$ cat config.mk
export PLATFORM = sky130hd
export DESIGN_NAME = cssm_clock_switch
export DESIGN_NICKNAME = d
export VERILOG_FILES = /design/src/cssm_pkg.sv /design/src/cssm_clock_switch.sv
export SDC_FILE = /design/constraint.sdc
export NUM_CORES = 1
export LEC_CHECK = 0
export ABC_AREA = 1
export BUFFER_PORTS_ARGS = -buffer_cell sky130_fd_sc_hd__buf_2
export CAP_MARGIN = 20
export CORE_MARGIN = 1
export CORE_UTILIZATION = 56
export CTS_BUF_LIST = sky130_fd_sc_hd__clkbuf_8
export DETAILED_ROUTE_END_ITERATION = 7
export MAX_ROUTING_LAYER = met4
export PLACE_DENSITY = 0.88
export SLEW_MARGIN = 20
export SYNTH_ARGS = -nofsm -noshare
export SYNTH_HDL_FRONTEND = slang
export SYNTH_SLANG_ARGS = --single-unit
$ cat constraint.sdc
create_clock -name i_ref_clk -period 4.2 [get_ports i_ref_clk]
set_input_delay 0.21 -clock i_ref_clk [delete_from_list [all_inputs] [get_ports i_ref_clk]]
set_output_delay 0.21 -clock i_ref_clk [all_outputs]
set_load 0.005 [all_outputs]
$ cat src/cssm_pkg.sv
package cssm_pkg;
  // ********************************************
  // Register map (byte addresses)
  // ********************************************
  localparam logic [7:0]  ADDR_CTRL       = 8'h00; // Clock control register
  localparam logic [7:0]  ADDR_TRIM       = 8'h04; // RC trim register
  localparam logic [7:0]  ADDR_STATUS     = 8'h08; // Side status bits
  // ********************************************
  // Clock control field positions
  // ********************************************
  localparam int CUR_LSB   = 12;  // Current group 14:12
  localparam int REQ_LSB   = 8;   // Requested group 10:8
  localparam int LOCK_BIT  = 5;   // PLL lock, read only
  localparam int FAIL_BIT  = 3;   // Clock fail flag
  localparam int LPEN_BIT  = 1;   // Low-power crystal enable
  localparam int SWREQ_BIT = 0;   // Switch request bit
  // ********************************************
  // Groups, fuse codes, unlock keys
  // ********************************************
  localparam logic [2:0] GRP_LP   = 3'h0; // Secondary crystal
  localparam logic [2:0] GRP_FRC  = 3'h1; // Fast internal RC
  localparam logic [2:0] GRP_SLOW_INTERNAL_RC = 3'h2; // Slow internal RC
  localparam logic [2:0] GRP_PRI  = 3'h3; // Primary, no PLL
  localparam logic [2:0] GRP_PLL  = 3'h7; // Primary with PLL
  localparam logic [4:0] FPR_FRC4  = 5'h01; // Fast RC x4
  localparam logic [4:0] FPR_FRC8  = 5'h0a; // Fast RC x8
  localparam logic [4:0] FPR_FRC16 = 5'h03; // Fast RC x16
  localparam logic [7:0] KEY_LO1 = 8'h46;
  localparam logic [7:0] KEY_LO2 = 8'h57;
  localparam logic [7:0] KEY_HI1 = 8'h78;
  localparam logic [7:0] KEY_HI2 = 8'h9a;
  localparam logic [1:0] MULT_X1  = 2'h0; // PLL factor codes
  localparam logic [1:0] MULT_X4  = 2'h1;
  localparam logic [1:0] MULT_X8  = 2'h2;
  localparam logic [1:0] MULT_X16 = 2'h3;
  localparam logic [9:0] OST_LAST = 10'h3ff; // 1024 crystal cycles
  localparam logic [3:0] TRIM_RESET = 4'h0;   // Calibrated centre
  localparam logic [1:0] RESP_OKAY   = 2'h0;
  localparam logic [1:0] RESP_SLVERR = 2'h2;

  // Fuse bundle
  typedef struct packed {
    logic [1:0] switch_monitor_fuses;
    logic [2:0] initial_group_fuses;
    logic [4:0] primary_choice_fuses;
  } cssm_fuse_t;

  // Switch sequencer states
  typedef enum logic [1:0] {
    SW_IDLE   = 2'b00,
    SW_WAIT   = 2'b01,
    SW_SETTLE = 2'b10
  } cssm_state_t;
endpackage

$ cat src/cssm_clock_switch.sv
// The register offsets and the AXI4-Lite interface to the registers were left to the implementer.
`timescale 1ns/1ps
// Function
// - Crystal runs whenever its enable bit set
// - Crystal is clock only group 000 enabled
// - PLL offers x4, x8, x16 factors
// - Lock bit follows PLL lock
// - Group 001 selects fast RC
// - Four-bit signed trim code, 1.5% steps
// - Group 111 fuse codes pick fast RC PLL
// - Slow RC enabled at power-on
// - Slow RC stops after delay unless needed
// - Monitor keeps slow RC on outside sleep, ignores watchdog bit
// - Failure traps, selects fast RC, flags, clears request
// - Watchdog unaffected by clock failure
// - Delay expiry before oscillator start is failure
// - Switch only among five groups
// - Current group read only, requested writable
// - Reset loads both groups from fuses
// - Request bit rises at start; clearing aborts
// - Fuses 1x disable switching and monitor
// - Switching disabled: fuses pick clock directly
// - Output pin function from fuses; input never I/O
// - Crystal held until 1024 cycles counted, groups 000 and 011 only
module cssm_clock_switch
  import cssm_pkg::*;
(
  // Clock and reset
  input  wire logic        i_ref_clk,
  input  wire logic        i_reset_n,
  // Fuses and power events
  input  wire cssm_fuse_t  i_fuse,
  input  wire logic        i_por_bor,         // Power-on/brown-out pulse
  input  wire logic        i_pwrup_expired,   // Power-up delay done
  input  wire logic        i_sleep,
  input  wire logic        i_watchdog_enable, // Software watchdog enable
  // Analog feedback
  input  wire logic        i_osc_running,     // Selected oscillator alive
  input  wire logic        i_osc_tick,        // One crystal cycle seen
  input  wire logic        i_pll_lock,
  // AXI4-Lite slave
  input  wire logic [7:0]  i_awaddr,
  input  wire logic        i_awvalid,
  output logic             o_awready,
  input  wire logic [31:0] i_wdata,
  input  wire logic [3:0]  i_wstrb,
  input  wire logic        i_wvalid,
  output logic             o_wready,
  output logic [1:0]       o_bresp,
  output logic             o_bvalid,
  input  wire logic        i_bready,
  input  wire logic [7:0]  i_araddr,
  input  wire logic        i_arvalid,
  output logic             o_arready,
  output logic [31:0]      o_rdata,
  output logic [1:0]       o_rresp,
  output logic             o_rvalid,
  input  wire logic        i_rready,
  // Oscillator controls
  output logic [2:0]       o_clk_group,      // Group steering clock mux
  output logic [1:0]       o_pll_mult,
  output logic [3:0]       o_rc_trim_code,
  output logic             o_lp_crystal_on,
  output logic             o_lp_is_clock,
  output logic             o_slow_rc_on,
  output logic             o_fast_rc_on,
  output logic             o_clock_hold,     // Holds crystal from system
  output logic [4:0]       o_out_pin_mode,   // Output pin function
  output logic             o_fail_trap       // One-cycle trap pulse
);

  // ********************************************
  // State
  // ********************************************
  logic [2:0]  cur_r, req_r;           // Current and requested groups
  logic        lpen_r, fail_r, swreq_r;
  logic [3:0]  trim_r;
  logic        key_lo_r, key_hi_r;     // Unlock windows
  logic        key_lo1_r, key_hi1_r;   // First key seen, window armed
  logic [9:0]  ost_r;                  // Crystal settle counter
  logic        ost_done_r;
  logic        slow_rc_r, trap_r;
  logic        aw_hold_r, w_hold_r;
  logic [7:0]  awaddr_r;
  logic [31:0] wdata_r;
  logic [3:0]  wstrb_r;
  cssm_state_t st_r, st_nxt;

  // ********************************************
  // Decoding
  // ********************************************
  wire         sw_ok   = ~i_fuse.switch_monitor_fuses[1];
  wire         mon_on  = (i_fuse.switch_monitor_fuses == 2'h0);
  wire         wr_go   = aw_hold_r & w_hold_r & ~o_bvalid;
  wire         wr_ctrl = wr_go & (awaddr_r == ADDR_CTRL);
  wire         wr_trim = wr_go & (awaddr_r == ADDR_TRIM);
  wire         wr_bad  = wr_go & ~(awaddr_r == ADDR_CTRL | awaddr_r == ADDR_TRIM | awaddr_r == ADDR_STATUS);
  wire [7:0]   wlo     = wdata_r[7:0];
  wire [7:0]   whi     = wdata_r[15:8];
  // Write to a byte lands only inside its unlock window
  wire         lo_wr   = wr_ctrl & wstrb_r[0] & key_lo_r;
  wire         hi_wr   = wr_ctrl & wstrb_r[1] & key_hi_r;
  wire         lo_key1 = wr_ctrl & wstrb_r[0] & ~key_lo_r & (wlo == KEY_LO1);
  wire         hi_key1 = wr_ctrl & wstrb_r[1] & ~key_hi_r & (whi == KEY_HI1);
  wire         lo_key2 = wr_ctrl & wstrb_r[0] & (wlo == KEY_LO2);
  wire         hi_key2 = wr_ctrl & wstrb_r[1] & (whi == KEY_HI2);
  // Group requiring the crystal settle counter
  wire         xtal_grp = (req_r == GRP_LP) | (req_r == GRP_PRI) | (req_r == GRP_PLL);
  wire         pll_grp  = (req_r == GRP_PLL);
  // Source considered ready: running, counted out if crystal, locked if PLL
  wire         src_ready = i_osc_running & (ost_done_r | ~xtal_grp) & (i_pll_lock | ~pll_grp);
  // Failure: lost oscillator, or delay over before it started
  wire         fail_evt = mon_on & i_pwrup_expired & ~i_sleep & ~src_ready & (cur_r != GRP_FRC)
                          & (st_r == SW_IDLE);
  wire [2:0]   grp_eff  = sw_ok ? cur_r : i_fuse.initial_group_fuses;
  logic [1:0]  mult;
  always_comb begin
    // Fast RC fuse codes map to PLL factors; others use primary PLL
    case (i_fuse.primary_choice_fuses)
      FPR_FRC4:  mult = MULT_X4;
      FPR_FRC8:  mult = MULT_X8;
      FPR_FRC16: mult = MULT_X16;
      default:   mult = {1'b0, i_fuse.primary_choice_fuses[0]} + {i_fuse.primary_choice_fuses[1], 1'b0};
    endcase
  end

  // ********************************************
  // Switch sequencer
  // ********************************************
  always_comb begin
    st_nxt = st_r;
    case (st_r)
      SW_IDLE:   if (swreq_r && sw_ok) st_nxt = SW_WAIT;
      SW_WAIT:   if (!swreq_r) st_nxt = SW_IDLE;
                 else if (src_ready) st_nxt = SW_SETTLE;
      SW_SETTLE: st_nxt = SW_IDLE;
      default:   st_nxt = SW_IDLE;
    endcase
  end

  // Sequencer and group registers
  always_ff @(posedge i_ref_clk) begin
    if (!i_reset_n || i_por_bor) begin
      st_r  <= SW_IDLE;
      cur_r <= i_fuse.initial_group_fuses;
      req_r <= i_fuse.initial_group_fuses;
    end else begin
      st_r <= fail_evt ? SW_IDLE : st_nxt;
      if (fail_evt) cur_r <= GRP_FRC;
      else if (st_r == SW_SETTLE && swreq_r) cur_r <= req_r;
      // Only the five groups are accepted
      if (hi_wr && (whi[2:0] inside {GRP_LP, GRP_FRC, GRP_SLOW_INTERNAL_RC, GRP_PRI, GRP_PLL}))
        req_r <= whi[2:0];
    end
  end

  // Control bits; hardware set wins over software clear
  always_ff @(posedge i_ref_clk) begin
    if (!i_reset_n || i_por_bor) begin
      lpen_r  <= 1'b0;
      fail_r  <= 1'b0;
      swreq_r <= 1'b0;
      trim_r  <= TRIM_RESET;
    end else begin
      if (lo_wr) lpen_r <= wlo[LPEN_BIT];
      if (fail_evt) fail_r <= 1'b1;
      else if (lo_wr && !wlo[FAIL_BIT]) fail_r <= 1'b0;
      if (fail_evt || (st_r == SW_SETTLE)) swreq_r <= 1'b0;
      else if (lo_wr) swreq_r <= wlo[SWREQ_BIT];
      if (wr_trim && wstrb_r[0]) trim_r <= wdata_r[3:0];
    end
  end

  // Unlock windows: first key arms, second key opens, next write closes
  // Any other write disarms, so a lone second key never opens a window
  always_ff @(posedge i_ref_clk) begin
    if (!i_reset_n) begin
      key_lo1_r <= 1'b0;
      key_hi1_r <= 1'b0;
      key_lo_r  <= 1'b0;
      key_hi_r  <= 1'b0;
    end else if (wr_go) begin
      // Arm only on the first key of each byte
      key_lo1_r <= lo_key1;
      key_hi1_r <= hi_key1;
      // Open only when the second key follows directly
      key_lo_r  <= key_lo1_r & lo_key2 & ~key_lo_r;
      key_hi_r  <= key_hi1_r & hi_key2 & ~key_hi_r;
    end
  end

  // Crystal settle counter restarts on any switch start
  always_ff @(posedge i_ref_clk) begin
    if (!i_reset_n || i_por_bor || st_r == SW_IDLE && swreq_r) begin
      ost_r      <= '0;
      ost_done_r <= 1'b0;
    end else if (i_osc_tick && !ost_done_r) begin
      ost_r      <= ost_r + 10'h001;
      ost_done_r <= (ost_r == OST_LAST);
    end
  end

  // ********************************************
  // Oscillator outputs
  // ********************************************
  always_ff @(posedge i_ref_clk) begin
    if (!i_reset_n) begin
      slow_rc_r       <= 1'b1;
      trap_r          <= 1'b0;
      o_clk_group     <= GRP_FRC;
      o_pll_mult      <= MULT_X1;
      o_rc_trim_code  <= TRIM_RESET;
      o_lp_crystal_on <= 1'b0;
      o_lp_is_clock   <= 1'b0;
      o_fast_rc_on    <= 1'b1;
      o_clock_hold    <= 1'b1;
      o_out_pin_mode  <= '0;
    end else begin
      // Watchdog keeps slow RC need only with monitor off; failure does not touch it
      slow_rc_r <= i_por_bor | ~i_pwrup_expired
                   | (mon_on & ~i_sleep)
                   | (~mon_on & i_watchdog_enable)
                   | (grp_eff == GRP_SLOW_INTERNAL_RC);
      trap_r          <= fail_evt;
      o_clk_group     <= grp_eff;
      o_pll_mult      <= (grp_eff == GRP_PLL) ? mult : MULT_X1;
      o_rc_trim_code  <= trim_r;
      o_lp_crystal_on <= lpen_r;
      o_lp_is_clock   <= (grp_eff == GRP_LP) & lpen_r;
      o_fast_rc_on    <= (grp_eff == GRP_FRC) | (req_r == GRP_FRC);
      o_clock_hold    <= ~ost_done_r & (grp_eff == GRP_LP | grp_eff == GRP_PRI);
      o_out_pin_mode  <= i_fuse.primary_choice_fuses;
    end
  end
  assign o_slow_rc_on = slow_rc_r;
  assign o_fail_trap  = trap_r;

  // ********************************************
  // AXI4-Lite slave
  // ********************************************
  wire [31:0] ctrl_rd = {16'h0000, 1'b0, cur_r, 1'b0, req_r, 2'b00, i_pll_lock, 1'b0,
                         fail_r, 1'b0, lpen_r, swreq_r};
  wire [31:0] stat_rd = {28'h0000000, o_clock_hold, slow_rc_r, st_r};
  wire        rd_ok   = (i_araddr == ADDR_CTRL) | (i_araddr == ADDR_TRIM) | (i_araddr == ADDR_STATUS);
  wire [31:0] rd_mux  = (i_araddr == ADDR_CTRL) ? ctrl_rd :
                        (i_araddr == ADDR_TRIM) ? {28'h0000000, trim_r} :
                        (i_araddr == ADDR_STATUS) ? stat_rd : 32'h00000000;

  // Address and data captured independently
  always_ff @(posedge i_ref_clk) begin
    if (!i_reset_n) begin
      aw_hold_r <= 1'b0;
      w_hold_r  <= 1'b0;
      awaddr_r  <= '0;
      wdata_r   <= '0;
      wstrb_r   <= '0;
      o_bvalid  <= 1'b0;
      o_bresp   <= RESP_OKAY;
    end else begin
      if (i_awvalid && o_awready) begin
        aw_hold_r <= 1'b1;
        awaddr_r  <= i_awaddr;
      end else if (wr_go) aw_hold_r <= 1'b0;
      if (i_wvalid && o_wready) begin
        w_hold_r <= 1'b1;
        wdata_r  <= i_wdata;
        wstrb_r  <= i_wstrb;
      end else if (wr_go) w_hold_r <= 1'b0;
      if (wr_go) begin
        o_bvalid <= 1'b1;
        o_bresp  <= wr_bad ? RESP_SLVERR : RESP_OKAY;
      end else if (i_bready) o_bvalid <= 1'b0;
    end
  end
  assign o_awready = ~aw_hold_r & ~o_bvalid;
  assign o_wready  = ~w_hold_r & ~o_bvalid;

  // Read answered one cycle after the address is taken
  always_ff @(posedge i_ref_clk) begin
    if (!i_reset_n) begin
      o_rvalid <= 1'b0;
      o_rdata  <= '0;
      o_rresp  <= RESP_OKAY;
    end else if (i_arvalid && o_arready) begin
      o_rvalid <= 1'b1;
      o_rdata  <= rd_mux;
      o_rresp  <= rd_ok ? RESP_OKAY : RESP_SLVERR;
    end else if (i_rready) o_rvalid <= 1'b0;
  end
  assign o_arready = ~o_rvalid;
endmodule

==> results of run 1 <==
-- metrics by stage --
stage,cells,hold WS [ns],worst slack (ns)
final,699,0.0301,2.36
after global routing,699,0.0372,2.13
after CTS,699,0.0212,2.42
after detailed placement,683,0.396,2.03
after global placement,683,0.390,2.10
after floorplan,529,0.303,2.75
-- worst max-delay path: stages --
cell	delay, ns
buf_2	0.63
inv_2	0.31
nor2_4	0.35
nand2_1	0.30
a211oi_1	0.29
-- power breakdown --
part / internal, µW / total (µW) / switching [µW]
combinational: 71.9 / 196 / 124
clock: 412 / 722 / 310
sequential: 940 / 968 / 28.7
-- logic make-up after synthesis --
family | share of synthesized area
mux | 0.00254
flops | 0.488
fa+ha+maj | 0.00318
buf+inv | 0.120
compound gates | 0.148
simple gates | 0.232
other cells | 0.000952
xor+xnor | 0.00445
-- flip-flops by register name (all words and copies together) (netlist names), 3 cells and up --
| name | flops |
|---|---|
| awaddr_r | 8 |
| cur_r | 3 |
| o_clk_group | 3 |
| o_out_pin_mode | 5 |
| o_rc_trim_code | 4 |
| o_rdata | 11 |
| ost_r | 10 |
| req_r | 3 |
| trim_r | 4 |
| wdata_r | 16 |
-- area by class of cell --
cell class	count	area, µm²	area share
clock buffers	10	138	0.0297
clock inverters	6	110	0.0238
inverters	63	236	0.0511
multi-input cells	336	1630	0.351
flip-flops and latches	93	1920	0.415
well taps	96	120	0.0260
repair buffers	95	475	0.103
-- routing by layer --
metal / vias to the layer above / part of all wire
met5: - / 0
met4: 0 / 0.017
met3: 17 / 0.069
met2: 155 / 0.48
met1: 1570 / 0.43
li1: 1784 / -
-- layout by cell type, fill, tap and decap left out, types with 2 or more instances in the layout --
| cell | n |
|---|---|
| nor3b_1 | 2 |
| nand3_2 | 2 |
| inv_1 | 61 |
| clkinv_1 | 2 |
| nor2_2 | 6 |
| xor2_1 | 2 |
| clkbuf_8 | 10 |
| nor2_4 | 2 |
| o21ai_0 | 52 |
| nor3_4 | 2 |
| a21oi_1 | 39 |
| or2_0 | 3 |
| a211oi_1 | 6 |
| nand4_1 | 4 |
| bufinv_16 | 3 |
| nand2_1 | 74 |
| nand3_1 | 30 |
| buf_2 | 95 |
| nor3_1 | 10 |
| o311ai_0 | 2 |
| edfxtp_1 | 6 |
| nor2_1 | 60 |
| o21a_1 | 2 |
| conb_1 | 23 |
| dfxtp_1 | 87 |
-- path summary, 6_finish.rpt --
path / start / endpoint / slack, ns / cells past startpoint
max: i_reset_n / ost_r[4] / 2.36 / 5
min: i_fuse[4] / o_out_pin_mode[4] / 0.03 / 3
max reg2reg: o_bvalid / wdata_r[7] / 2.47 / 5
min reg2reg: wdata_r[11] / wdata_r[11] / 0.46 / 2
-- Yosys cell counts (2+ instances only) --
| library cell | instances | area share |
|---|---|---|
| clkinv_1 | 2 | 0.0019 |
| dfxtp_1 | 87 | 0.44 |
| xor2_1 | 2 | 0.0044 |
| buf_4 | 24 | 0.046 |
| nor3_4 | 2 | 0.0083 |
| nand2_1 | 74 | 0.071 |
| o21a_1 | 2 | 0.0038 |
| nor2_1 | 60 | 0.057 |
| nand3_1 | 30 | 0.038 |
| nor3b_1 | 2 | 0.0038 |
| or2_0 | 3 | 0.0048 |
| a211oi_1 | 6 | 0.011 |
| nor2_4 | 2 | 0.0057 |
| o311ai_0 | 2 | 0.0044 |
| nor2_2 | 6 | 0.0095 |
| nor3_1 | 10 | 0.013 |
| inv_1 | 60 | 0.057 |
| nand3_2 | 2 | 0.0051 |
| clkbuf_1 | 6 | 0.0057 |
| o21ai_0 | 52 | 0.066 |
| edfxtp_1 | 6 | 0.046 |
| nand4_1 | 4 | 0.0064 |
| buf_2 | 5 | 0.0064 |
| a21oi_1 | 39 | 0.050 |
==> results.json, run 1 <==
{
  "p_leak_uw": 0.00213,
  "critical_path_class": "in -> reg",
  "placed_area_mm2": 0.00438,
  "top_level_ports": 137,
  "drive_above_1_share": 0.211,
  "cts.sinks": 93,
  "cts_tree": "yes",
  "die-width_um": 85.9,
  "routed_via_density": 5.04,
  "root_buffer": "clkbuf_8",
  "wl_per_cell_um": 12.5,
  "htreeDepth": 3,
  "antenna_left": 0,
  "worst_pin_slew_ns": 0.826,
  "grt_max_degree": 54,
  "finalCritPeriodShare": 0.438,
  "use_met2": 0.422,
  "dr.pass1.iters": 4,
  "yosysSeqAreaShare": 0.488,
  "core_area_mm2": 0.00679,
  "drt_iter0_drc": 256,
  "yosys_warnings": 0,
  "postSynth.asyncResetShare": 0,
  "drc": 0,
  "rsz0062_at_grt": "no",
  "crit_path_max_fanout": 53,
  "crit_arrival_ns": 2.12,
  "use_met3": 0.0568,
  "end_kind": "flip-flop",
  "antenna_found_initial": 0,
  "grt_usage": 0.252,
  "first_global_vias": 3248,
  "insertion_delay_ns": 0.36,
  "setup_violations": 0,
  "cap_violations": 0,
  "max-slew-margin-rel": 0.448,
  "diodes": 0,
  "dp_hpwl_mm": 6.32,
  "row_count": 30,
  "grt-ovfl-total": 0,
  "tns_ns": 0,
  "die_area_mm2": 0.00737,
  "ir_drop_mv": 0.191,
  "total_power_uw": 1890,
  "p_per_area_mw_per_mm2": 408,
  "fillers": 542,
  "yosysUniqueCellTypes": 43,
  "netlist_area_mm2": 0.00394,
  "hold_class": "in -> reg",
  "grtUsageMet1": 0.296,
  "initial_core_util": 0.580,
  "final_core_util": 0.681,
  "io_buffers": 95,
  "clkSlewWorstSetupHoldPaths_ns": 0.09,
  "synth_edf_count": 6,
  "grt_pass1_wl_mm": 14.1,
  "die_h_um": 85.9,
  "top_usage_layer": "met2",
  "nNetsFinal": 675,
  "crit_path_start_kind": "primary input",
  "drt_wl_total_mm": 8.75,
  "via_count": 3526,
  "clk_path_buf_depth": 2,
  "finClkSkew_ns": 0.00990,
  "period_needed_ns": 1.84,
  "gp_congestion": 0.892,
  "area_growth_pct": 17.5,
  "cts_made_buffers": 9,
  "synth_seq_cells": 93,
  "hold_viol": 0,
  "final_max_slew_viol_count": 0,
  "cp.required_ns": 4.48,
  "avgSynthCellArea_um2": 7.77,
  "syn_inst": 507,
  "status": "complete, no violations",
  "fmax_mhz": 543,
  "synthFlopType": "dfxtp_1",
  "postCtsHoldBufs": 0,
  "cts_resized": 0,
  "fin_area_mm2": 0.00463,
  "postCtsSetupRepairBufs": 0
}
Power figures use the tool's default switching activity.
==> run 2: changes to the inputs <==
--- a/config.mk
+++ b/config.mk
@@ -9,11 +9,11 @@
 export BUFFER_PORTS_ARGS = -buffer_cell sky130_fd_sc_hd__buf_2
 export CAP_MARGIN = 20
 export CORE_MARGIN = 1
-export CORE_UTILIZATION = 56
+export CORE_UTILIZATION = 52
 export CTS_BUF_LIST = sky130_fd_sc_hd__clkbuf_8
 export DETAILED_ROUTE_END_ITERATION = 7
 export MAX_ROUTING_LAYER = met4
-export PLACE_DENSITY = 0.88
+export PLACE_DENSITY = 0.83
 export SLEW_MARGIN = 20
 export SYNTH_ARGS = -nofsm -noshare
 export SYNTH_HDL_FRONTEND = slang
==> constraint.sdc (replaced) <==
create_clock -name i_ref_clk -period 1.8 [get_ports i_ref_clk]
set_input_delay 0.09 -clock i_ref_clk [delete_from_list [all_inputs] [get_ports i_ref_clk]]
set_output_delay 0.09 -clock i_ref_clk [all_outputs]
set_load 0.005 [all_outputs]
==> run 2 against run 1 <==
Non-clock buffer count grew 21. Global-route usage shrank 2.0 points. Setup slack lost 2.1 ns. Clock power grew 99%. Critical path type is now reg -> reg. Utilization shrank 2.3 points. Design area grew 3.7%. Critical path depth grew 1. Largest power group unchanged. Flip-flop and latch count is the same. Clock-buffer cell count grew 2. Cell count grew 3.4%. Clock skew shrank 0.0022 ns.
==> results.json, run 2 (synthesized netlist as in run 1, its figures left out) <==
{
  "most-common-layout-cells": "buf_2, dfxtp_1, nand2_1",
  "die_area_mm2": 0.00792,
  "insertion_delay_ns": 0.35,
  "nNetsFinal": 696,
  "wl_per_cell_um": 12.1,
  "root_buffer": "clkbuf_8",
  "gp_congestion": 0.899,
  "grt_max_degree": 53,
  "hold_class": "in -> reg",
  "crit_family": "compound AO/OA/AOI/OAI gates",
  "critPathBufInv": 0,
  "routed_via_density": 4.94,
  "drive_above_1_share": 0.213,
  "rsz0062_at_grt": "no",
  "multi_input_area_mm2": 0.00163,
  "setup_violations": 0,
  "finClkSkew_ns": 0.00772,
  "drt_wl_total_mm": 8.74,
  "row_count": 31,
  "crit_path_start_kind": "flip-flop",
  "diodes": 0,
  "layout_commonest_cell": "buf_2",
  "crit_arrival_ns": 1.63,
  "cts.sinks": 93,
  "final.setup.worst_slack_ns": 0.211,
  "seqCellArea_mm2": 0.00192,
  "grt-ovfl-total": 0,
  "hold_viol": 0,
  "final_max_slew_viol_count": 0,
  "max-slew-margin-rel": 0.506,
  "regMostFlops": "wdata_r",
  "area_growth_pct": 21.8,
  "antenna_found_initial": 0,
  "cts_tree": "yes",
  "first_global_vias": 3195,
  "initial_core_util": 0.540,
  "top_level_ports": 137,
  "cp_cell_sequence": "o21ai_0, nand2_1, nand2_1, nand2_1, nand2_1, o311ai_0",
  "status": "complete, no violations",
  "tns_ns": 0,
  "largest_register_ffs": 16,
  "fmax_mhz": 629,
  "cts_made_buffers": 9,
  "cpPeakStageDelay_ns": 0.44,
  "critical_path_class": "reg -> reg",
  "finalCritPeriodShare": 0.883,
  "reg_top3": "wdata_r x16, o_rdata x11, ost_r x10",
  "grt_usage": 0.232,
  "ir_drop_mv": 0.724,
  "crit_path_max_fanout": 6,
  "crit_top_cell": "nand2_1",
  "drt_iter0_drc": 195,
  "postCtsSetupRepairBufs": 0,
  "fillers": 621,
  "dp_hpwl_mm": 6.34,
  "clk_path_buf_depth": 2,
  "core_area_mm2": 0.00729,
  "placed_cells": 691,
  "critPathSlowestCell": "edfxtp_1",
  "dr.pass1.iters": 6,
  "cp.required_ns": 1.84,
  "p_leak_uw": 0.00220,
  "final_core_util": 0.658,
  "grt_pass1_wl_mm": 13.7,
  "worst_pin_slew_ns": 0.732,
  "die-width_um": 89.0,
  "period_needed_ns": 1.59,
  "place_ws_ns": 0.165,
  "end_kind": "flip-flop",
  "p_per_area_mw_per_mm2": 874,
  "drc": 0,
  "antenna_left": 0,
  "fin_cells": 723,
  "io_buffers": 95,
  "cap_violations": 0,
  "htreeDepth": 3,
  "holdWs_ns": 0.0125,
  "clkSlewWorstSetupHoldPaths_ns": 0.08,
  "via_count": 3573,
  "die_h_um": 89.0
}
## run 2: cell count changes in the layout (fill, tap and decap cells not counted)
cell,previous run,this run
buf_4,0,5
o31ai_2,0,1
inv_6,1,0
bufinv_16,3,1
o31ai_1,1,0
dlygate4sd3_1,0,16
clkbuf_8,10,12
clkinv_2,0,1
## run 2: layer usage
layer  vias to the layer above  wire [µm]  global-route usage
met5                         -          0                   -
met4                         0        150              0.0880
met3                        11        593              0.0600
met2                       137       4070               0.384
met1                      1601       3920               0.272
li1                       1824          -                   -
## run 2: report_power, final
group          total (µW)  internal [µW]  switching, µW
Clock                1440            749            690
Combinational         498            200            297
Sequential           2260           2190           63.3
Total                4190           3140           1050
## run 2: path summary, 6_finish.rpt
check / from / to / slack (ns) / cells past startpoint
setup / recovery: req_r[1] / cur_r[0] / 0.21 / 6
hold / removal: i_wdata[13] / wdata_r[13] / 0.01 / 3
setup reg to reg: req_r[1] / cur_r[0] / 0.21 / 6
hold reg to reg: wdata_r[11] / wdata_r[11] / 0.46 / 2
## run 2: tightest hold or removal path: stages
cell and delay, ns:
buf_2 0.07, o21ai_0 0.07, nor2_1 0.09
## run 2: cell type report
class	instances	area share
inverters	63	0.0493
multi-input cells	336	0.340
flip-flops and latches	93	0.401
repair buffers	116	0.140
clock buffers	12	0.0344
clock inverters	4	0.00965
well taps	99	0.0258
## run 2: timing repair
action,CTS,global route
hold endpoints to repair,18,0
endpoints found under the setup margin,0,3
hold buffers,16,0
resized for setup,0,1
## run 2: per-stage QoR
stage	instance area, µm²	power [µW]
after floorplan	4020	2610
after global placement	4420	2740
after detailed placement	4420	2770
after CTS	4790	4210
after global routing	4800	4400
final	4800	4190
